### src/core/compact_timer_pkg.sv
package compact_timer_pkg;

	typedef enum logic [1:0] {
		MODE_CMP   = 2'h0,
		MODE_UNDEF = 2'h1,
		MODE_PWM   = 2'h2,
		MODE_TIMER = 2'h3
	} mode_t;

	typedef struct packed {
		logic       pause;
		logic [2:0] cksel;
		logic       on;
		logic [2:0] rsvd;
	} ctrl0_t;

	typedef struct packed {
		mode_t      mode;
		logic [1:0] io;
		logic       ctoc;
		logic       pol;
		logic       dpx;
		logic       cclr;
	} ctrl1_t;

	localparam logic [2:0] ADDR_CTRL0  = 3'h0;
	localparam logic [2:0] ADDR_CTRL1  = 3'h1;
	localparam logic [2:0] ADDR_CNT_LO = 3'h2;
	localparam logic [2:0] ADDR_CNT_HI = 3'h3;
	localparam logic [2:0] ADDR_CMP_LO = 3'h4;
	localparam logic [2:0] ADDR_CMP_HI = 3'h5;
	localparam logic [2:0] ADDR_PERIOD = 3'h6;

	localparam ctrl0_t      CTRL0_RST  = 8'h00;
	localparam ctrl1_t      CTRL1_RST  = 8'h00;
	localparam logic [15:0] CNT_ZERO   = 16'h0000;
	localparam logic [15:0] CNT_MAX    = 16'hffff;
	localparam logic [15:0] CNT_STEP   = 16'h0001;
	localparam logic [7:0]  BYTE_ZERO  = 8'h00;
	localparam logic [2:0]  RSVD_ZERO  = 3'h0;

	localparam logic [2:0] CKS_SYS4     = 3'h0;
	localparam logic [2:0] CKS_SYS      = 3'h1;
	localparam logic [2:0] CKS_HI16     = 3'h2;
	localparam logic [2:0] CKS_HI64     = 3'h3;
	localparam logic [2:0] CKS_SUB0     = 3'h4;
	localparam logic [2:0] CKS_SUB1     = 3'h5;
	localparam logic [2:0] CKS_EXT_RISE = 3'h6;
	localparam logic [2:0] CKS_EXT_FALL = 3'h7;

	localparam logic [5:0] PRE_ZERO  = 6'h00;
	localparam logic [5:0] PRE_STEP  = 6'h01;
	localparam logic [5:0] DIV4_MASK  = 6'h03;
	localparam logic [5:0] DIV16_MASK = 6'h0f;
	localparam logic [5:0] DIV64_MASK = 6'h3f;

	localparam logic [1:0] IO_NONE   = 2'h0;
	localparam logic [1:0] IO_LOW    = 2'h1;
	localparam logic [1:0] IO_HIGH   = 2'h2;
	localparam logic [1:0] IO_TOGGLE = 2'h3;
	localparam logic [1:0] PWM_ACT   = 2'h1;
	localparam logic [1:0] PWM_WAVE  = 2'h2;

endpackage

### src/core/edge_sync.sv
`timescale 1ns/100ps
`default_nettype none
module edge_sync (
	input  wire logic clock_in,
	input  wire logic rst_in,
	input  wire logic level_in,
	output logic      rise_out,
	output logic      fall_out
);
	logic meta;
	logic sync;
	logic last;

	// Two-stage synchroniser, then one stage for edge compare
	always_ff @(posedge clock_in or posedge rst_in) begin
		if (rst_in) begin
			meta <= 1'b0;
			sync <= 1'b0;
			last <= 1'b0;
		end else begin
			meta <= level_in;
			sync <= meta;
			last <= sync;
		end
	end

	assign rise_out = sync & ~last;
	assign fall_out = ~sync & last;
endmodule
`default_nettype wire

### src/core/compact_timer_core.sv
// The plain strobed port and the placing of the registers were left to the implementer.
`timescale 1ns/100ps
`default_nettype none
module compact_timer_core
	import compact_timer_pkg::*;
(
	input  wire logic       clock_in,
	input  wire logic       rst_in,
	input  wire logic [2:0] addr_in,
	input  wire logic [7:0] wdata_in,
	input  wire logic       wr_in,
	input  wire logic       rd_in,
	input  wire logic       external_timer_clock_pin_in,
	input  wire logic       subsidiary_clock_in,
	output logic      [7:0] rdata_out,
	output logic            timer_output_pin_out,
	output logic            match_a_irq_out,
	output logic            match_p_irq_out
);

	////////////////////////////////////////////////////////////////
	// State

	ctrl0_t      ctrl0;
	ctrl1_t      ctrl1;
	logic [15:0] cnt;
	logic [15:0] cmpa;
	logic [7:0]  period;
	logic [7:0]  buffer;
	logic [5:0]  prescale;
	logic        on_q;
	logic        pin_state;

	////////////////////////////////////////////////////////////////
	// Register decode

	wire wr_c0   = wr_in & (addr_in == ADDR_CTRL0);
	wire wr_c1   = wr_in & (addr_in == ADDR_CTRL1);
	wire wr_alo  = wr_in & (addr_in == ADDR_CMP_LO);
	wire wr_ahi  = wr_in & (addr_in == ADDR_CMP_HI);
	wire wr_per  = wr_in & (addr_in == ADDR_PERIOD);
	wire rd_dhi  = rd_in & (addr_in == ADDR_CNT_HI);
	wire rd_ahi  = rd_in & (addr_in == ADDR_CMP_HI);

	// Low bytes always read the shared buffer
	wire [7:0] rd_word =
		(addr_in == ADDR_CTRL0)  ? ctrl0 :
		(addr_in == ADDR_CTRL1)  ? ctrl1 :
		(addr_in == ADDR_CNT_LO) ? buffer :
		(addr_in == ADDR_CNT_HI) ? cnt[15:8] :
		(addr_in == ADDR_CMP_LO) ? buffer :
		(addr_in == ADDR_CMP_HI) ? cmpa[15:8] :
		(addr_in == ADDR_PERIOD) ? period : BYTE_ZERO;

	wire [7:0] next_buffer =
		wr_alo ? wdata_in :
		rd_dhi ? cnt[7:0] :
		rd_ahi ? cmpa[7:0] :
		buffer;

	wire ctrl0_t next_ctrl0 = {wdata_in[7:3], RSVD_ZERO};

	////////////////////////////////////////////////////////////////
	// Clock source

	logic ext_rise;
	logic ext_fall;
	logic sub_rise;

	edge_sync ext_sync (
		.clock_in (clock_in),
		.rst_in   (rst_in),
		.level_in (external_timer_clock_pin_in),
		.rise_out (ext_rise),
		.fall_out (ext_fall)
	);

	edge_sync sub_sync (
		.clock_in (clock_in),
		.rst_in   (rst_in),
		.level_in (subsidiary_clock_in),
		.rise_out (sub_rise),
		.fall_out ()
	);

	wire tick4  = (prescale & DIV4_MASK) == DIV4_MASK;
	wire tick16 = (prescale & DIV16_MASK) == DIV16_MASK;
	wire tick64 = (prescale & DIV64_MASK) == DIV64_MASK;

	wire src_tick =
		(ctrl0.cksel == CKS_SYS4)     ? tick4 :
		(ctrl0.cksel == CKS_SYS)      ? 1'b1 :
		(ctrl0.cksel == CKS_HI16)     ? tick16 :
		(ctrl0.cksel == CKS_HI64)     ? tick64 :
		(ctrl0.cksel == CKS_SUB0)     ? sub_rise :
		(ctrl0.cksel == CKS_SUB1)     ? sub_rise :
		(ctrl0.cksel == CKS_EXT_RISE) ? ext_rise :
		ext_fall;

	////////////////////////////////////////////////////////////////
	// Counter and comparators

	wire cmp_mode = ctrl1.mode == MODE_CMP;
	wire pwm_mode = ctrl1.mode == MODE_PWM;
	wire on_rise  = ctrl0.on & ~on_q;
	wire cnt_run  = ctrl0.on & ~ctrl0.pause & src_tick;

	wire hit_a    = cnt == cmpa;
	wire per_zero = period == BYTE_ZERO;
	wire hit_p    = ~per_zero & (cnt[15:8] == period)
		& (cnt[7:0] == BYTE_ZERO);
	wire ovf      = per_zero & (cnt == CNT_MAX);
	wire p_or_ovf = hit_p | ovf;

	wire a_event  = cnt_run & hit_a;
	wire p_event  = cnt_run & p_or_ovf;

	// PWM clears on whichever comparator sets the period
	wire clr_hit  = pwm_mode ? (ctrl1.dpx ? hit_a : p_or_ovf) :
		(ctrl1.cclr ? hit_a : p_or_ovf);
	wire clr_now  = cnt_run & clr_hit;

	wire [15:0] next_cnt =
		on_rise ? CNT_ZERO :
		clr_now ? CNT_ZERO :
		cnt_run ? cnt + CNT_STEP :
		cnt;

	////////////////////////////////////////////////////////////////
	// Output pin

	wire cmp_level =
		(ctrl1.io == IO_HIGH)   ? 1'b1 :
		(ctrl1.io == IO_LOW)    ? 1'b0 :
		(ctrl1.io == IO_TOGGLE) ? ~pin_state :
		pin_state;

	wire cmp_next =
		on_rise ? ctrl1.ctoc :
		a_event ? cmp_level :
		pin_state;

	wire duty_on = ctrl1.dpx ? (cnt[15:8] < period) : (cnt < cmpa);

	wire pwm_active = (ctrl1.io == PWM_ACT)
		| ((ctrl1.io == PWM_WAVE) & ctrl0.on & duty_on);

	wire pwm_next = pwm_active ? ctrl1.ctoc : ~ctrl1.ctoc;

	wire next_pin =
		pwm_mode ? pwm_next :
		cmp_mode ? cmp_next :
		1'b0;

	wire drive_pin = cmp_mode | pwm_mode;

	////////////////////////////////////////////////////////////////
	// Registers

	always_ff @(posedge clock_in or posedge rst_in) begin
		if (rst_in) begin
			ctrl0 <= CTRL0_RST;
			ctrl1 <= CTRL1_RST;
			period <= BYTE_ZERO;
			cmpa <= CNT_ZERO;
		end else begin
			if (wr_c0) begin
				ctrl0 <= next_ctrl0;
			end
			if (wr_c1) begin
				ctrl1 <= ctrl1_t'(wdata_in);
			end
			if (wr_per) begin
				period <= wdata_in;
			end
			if (wr_ahi) begin
				cmpa <= {wdata_in, buffer};
			end
		end
	end

	always_ff @(posedge clock_in or posedge rst_in) begin
		if (rst_in) begin
			buffer <= BYTE_ZERO;
			rdata_out <= BYTE_ZERO;
		end else begin
			buffer <= next_buffer;
			rdata_out <= rd_in ? rd_word : BYTE_ZERO;
		end
	end

	always_ff @(posedge clock_in or posedge rst_in) begin
		if (rst_in) begin
			cnt <= CNT_ZERO;
			prescale <= PRE_ZERO;
			on_q <= 1'b0;
		end else begin
			cnt <= next_cnt;
			prescale <= prescale + PRE_STEP;
			on_q <= ctrl0.on;
		end
	end

	always_ff @(posedge clock_in or posedge rst_in) begin
		if (rst_in) begin
			pin_state <= 1'b0;
			timer_output_pin_out <= 1'b0;
			match_a_irq_out <= 1'b0;
			match_p_irq_out <= 1'b0;
		end else begin
			pin_state <= next_pin;
			timer_output_pin_out <= drive_pin & (next_pin ^ ctrl1.pol);
			match_a_irq_out <= a_event;
			match_p_irq_out <= p_event;
		end
	end
endmodule
`default_nettype wire

### config.mk
export PLATFORM = sky130hd
export DESIGN_NAME = compact_timer_core
export DESIGN_NICKNAME = d
export VERILOG_FILES = /design/src/core/compact_timer_pkg.sv /design/src/core/edge_sync.sv /design/src/core/compact_timer_core.sv
export SDC_FILE = /design/constraint.sdc
export NUM_CORES = 1
export LEC_CHECK = 0
export ABC_AREA = 1
export BUFFER_PORTS_ARGS = -buffer_cell sky130_fd_sc_hd__buf_2
export CORE_MARGIN = 5
export CORE_UTILIZATION = 47
export CTS_CLUSTER_SIZE = 28
export DETAILED_ROUTE_END_ITERATION = 10
export HOLD_SLACK_MARGIN = 0.03
export REMOVE_ABC_BUFFERS = 1
export SKIP_CTS_REPAIR_TIMING = 1
export SLEW_MARGIN = 20
export SYNTH_ARGS = -nofsm -noshare
export SYNTH_HDL_FRONTEND = slang
export SYNTH_SLANG_ARGS = --single-unit
### constraint.sdc
create_clock -name clock_in -period 7.3 [get_ports clock_in]
set_input_delay 0.365 -clock clock_in [delete_from_list [all_inputs] [get_ports clock_in]]
set_output_delay 0.365 -clock clock_in [all_outputs]
set_load 0.05 [all_outputs]
==> impl_summary.log <==
[metrics] run status: complete, no violations
[metrics] number of antenna diodes: 0
[metrics] end point of the worst hold path: sub_sync.meta$_DFF_PP0_
[metrics] design internal power: around 0.83 mW
[metrics] vias in the first global route: around 4k
[metrics] Clock Tree Root: clkbuf_8
[metrics] Max Clk Rate: ~440 MHz
[metrics] quantity of I/O buffers inserted on ports: 27
[metrics] Nets: between 600 and 700
[metrics] slew margin rel.: between 40% and 50%
[metrics] final-report setup violation count: 0
[metrics] class of the most critical hold timing path: input port to flip-flop
[metrics] kind of end point of the critical path: flip-flop
[metrics] maximum vdd drop: approximately 130 uV
[metrics] leading cell types in the layout, fill and taps excluded: nand2_1, dfrtp_1, inv_1
[metrics] width of the die: 112 um
[metrics] Worst path slowest cell: dfrtp_1
[metrics] worst-case reg-to-reg path depth: 10
[metrics] Yosys warning count: 0
[metrics] critical path startpoint category: flip-flop
[metrics] antenna-violating nets left: 0
[metrics] number of cells on the worst hold path: 1
[metrics] total length of routed met2 wires: around 5.6 mm
[metrics] number of primary I/O pins: 28
[metrics] Worst Path Buf+Inv: 0
[metrics] setup slack, reg-to-reg: just over 5000 ps
[metrics] Main synth FF type: dfrtp_1
[metrics] total wirelength of the detailed-routed design: 12.2 mm
[metrics] synthesis-stage register bit count: 86
[metrics] height of the chip: around 110 um
[metrics] Syn Area/Cell: approximately 8.1 um2
[metrics] CP max FO: 7
[metrics] Power per Cell Area: 243 mW/mm2
[metrics] overall routing resource usage: 20.6%
[metrics] Finished Core Util: 52.3%
[metrics] area delta synth->final: 9.78%
[metrics] multi-input combinational cell area: about 0.0023 mm2
[metrics] origin of the critical flop-to-flop path: cnt[7]$_DFFE_PP0P_
[metrics] total number of vias: 4,055
[metrics] H-tree lvl count: 3
[metrics] Pre-antenna DRT Iters: 5
[metrics] clock net sink count: 86
[metrics] Post-synth EDFFs: 0
[metrics] min Tclk post-route: ~2300 ps
[metrics] switching part of the total power: a little over a third
[metrics] Met1 Wirelength: roughly 5.7 mm
[metrics] clock latency reported for the late side of the worst-skew pair: 370 ps
[metrics] Clock power frac: ~28%
[metrics] arrival time worst endpoint: 2500 ps
[metrics] global-route wire length before repair: about 21 mm
[metrics] fraction of final layout cells with drive strength greater than 1: ~13%
[metrics] number of hold violations in the final report: 0
[metrics] power share of the sequential group: between 40% and 50%
[metrics] global placement routability congestion: about 0.87
[metrics] number of buffers created by CTS: 9
[metrics] total negative setup slack: 0 ps
[metrics] CP top delay family: simple AND/OR/NAND/NOR gates
[metrics] transition time at the pin with the least slew margin: 860 ps
[metrics] final critical-path share of the clock period: 30.8%
[metrics] clock slew at reported path FFs: 90 ps
[metrics] core area: around 0.01 mm2
[metrics] Met3 Routed Length: 548 um
[metrics] post-detailed-route via-to-cell ratio: approximately 5.2
[metrics] hold_ws: about 110 ps
[metrics] net switching power: 0.467 mW
[metrics] Reg2Reg Capture Point: cnt[12]$_DFFE_PP0P_
[metrics] slack of the critical path: between 5000 and 6000 ps
[metrics] maximum number of buffers from clock root to sink: 2
[metrics] unrepaired setup endpoints after global routing: no
[metrics] WP data required: ~7600 ps
[metrics] sum of net half-perimeters after detailed placement: approximately 9.5 mm
[metrics] Worst Min Path Start: subsidiary_clock_in
[metrics] initial antenna violation count: 0
[metrics] routed wire length per instance: about 16 um
[metrics] PnR Total Power: 1.30 mW
[metrics] number of DRC violations after detailed routing: 0
[metrics] Cell Rows: 37
[metrics] effective utilization at floorplan: around 48%
[metrics] FFs w/ async S/R, synth: between 90% and 100%
[metrics] max layer used: met4
[metrics] commonest non-fill, non-tap cell in the layout: nand2_1
[metrics] overall die area: roughly 0.013 mm2
[metrics] combined area of all synthesized cells: 0.00487 mm2
[metrics] crit path kind: flip-flop to flip-flop
[metrics] pin count of the biggest net entering global routing: 87
[metrics] count of max-cap constraint violations: 0
[metrics] count of cell types in the netlist: 38
[metrics] combinational share of power: roughly 25%
[metrics] First DRT Iteration DRCs: 290
[metrics] overflow left after global routing: 0
[metrics] standby leakage power: between 2 and 3 nW
[metrics] Clock Skews: between 15 and 20 ps
[metrics] number of pins exceeding their max-slew limit in the final report: 0
[metrics] total of fill cells in the finished design: about 1k
[metrics] Reg area: roughly 0.0022 mm2
[metrics] chain of cells forming the critical path: ha_1 -> nand2_1 -> nor2_1 -> nand2_1 -> nor4_2 -> a21oi_1 -> nand2_4 -> nand3_4 -> nand2_4 -> nor2_1
[metrics] Setup Slack @ Placement: between 5000 and 6000 ps
[metrics] CTS tree: done
[metrics] share of synthesized area occupied by flip-flops and latches: 44.2%
[metrics] number of instances in the synthesized netlist: just over 600
[metrics] delay of the slowest cell on the worst path: about 460 ps
## registers in the layout, summed over array words and instances (netlist names), 5 cells and up
name and count:
prescale 6, cnt 16, rdata_out 8, ctrl1 8, period 8, ctrl0 5
cmpa 16, buffer 8
## power groups by stage
stage	Clock (mW)	Combinational, mW	Sequential (mW)
after floorplan	0	0.221	0.615
after global placement	0	0.315	0.621
after detailed placement	0	0.321	0.623
after CTS	0.369	0.322	0.614
after global routing	0.389	0.368	0.624
final	0.362	0.321	0.615
## cell usage after synthesis, types with 2 or more instances
cell type  instances  area [um2]
a21boi_2           2        22.5
o22ai_1            4        25.0
dfrtp_1           86        2150
o221ai_1           4        35.0
a21oi_1           31         155
nand4_1           14        87.6
nor2_4             3        33.8
nor2_2             5        31.3
nand3_1           14        70.1
o21ai_1           12        60.1
a41oi_1            2        17.5
inv_2             10        37.5
nand2_1          158         593
nor4_1             2        12.5
nand2_2            7        43.8
xor2_1            15         131
inv_1             86         323
o211ai_1          11        82.6
nand3_2            4        40.0
clkbuf_1           7        26.3
nand2_4            4        45.0
o21ai_0           47         235
nor2_1            36         135
ha_1              27         338
## cells by family after synthesis
family | Yosys count | synth area share, %
buffers and inverters | 107 | 8.68
XOR/XNOR | 15 | 2.70
adder cells (fa/ha/maj) | 27 | 6.93
AO/OA/AOI/OAI | 117 | 13.7
AND/OR/NAND/NOR | 252 | 23.6
multiplexers | 1 | 0.231
flip-flops | 86 | 44.2
## layer usage
layer	vias up	global-route usage, %
met4	0	6.89
met1	1907	28.3
met3	25	3.26
met2	99	33.2
met5	-	0
li1	2024	-
## layout make-up
cell class | count | share of cell area [%]
clock buffer | 11 | 2.83
clock inverter | 5 | 1.24
inverter | 97 | 6.83
multi-input combinational | 412 | 43.0
sequential | 86 | 40.2
tap | 136 | 3.18
timing repair buffer | 28 | 2.74
## worst max-delay path by stage
stage / start / to / slack [ps] / depth (start not counted)
detailed placement: cnt[7]$_DFFE_PP0P_ / cnt[11]$_DFFE_PP0P_ / 5060 / 10
global placement: cnt[7]$_DFFE_PP0P_ / cnt[13]$_DFFE_PP0P_ / 5130 / 10
floorplan: rst_in / buffer[0]$_DFFE_PP0P_ / 4710 / 1
CTS: cnt[7]$_DFFE_PP0P_ / cnt[12]$_DFFE_PP0P_ / 5050 / 10
finish: cnt[7]$_DFFE_PP0P_ / cnt[12]$_DFFE_PP0P_ / 5050 / 10
global route: cnt[7]$_DFFE_PP0P_ / cnt[9]$_DFFE_PP0P_ / 4860 / 10
## stage by stage
step / cells / instance area [um2]
after detailed placement: 759 / 5130
after CTS: 775 / 5350
after floorplan: 595 / 4810
final: 775 / 5350
after global routing: 775 / 5350
after global placement: 759 / 5130
Note: power is estimated with default switching activity, not from simulation.
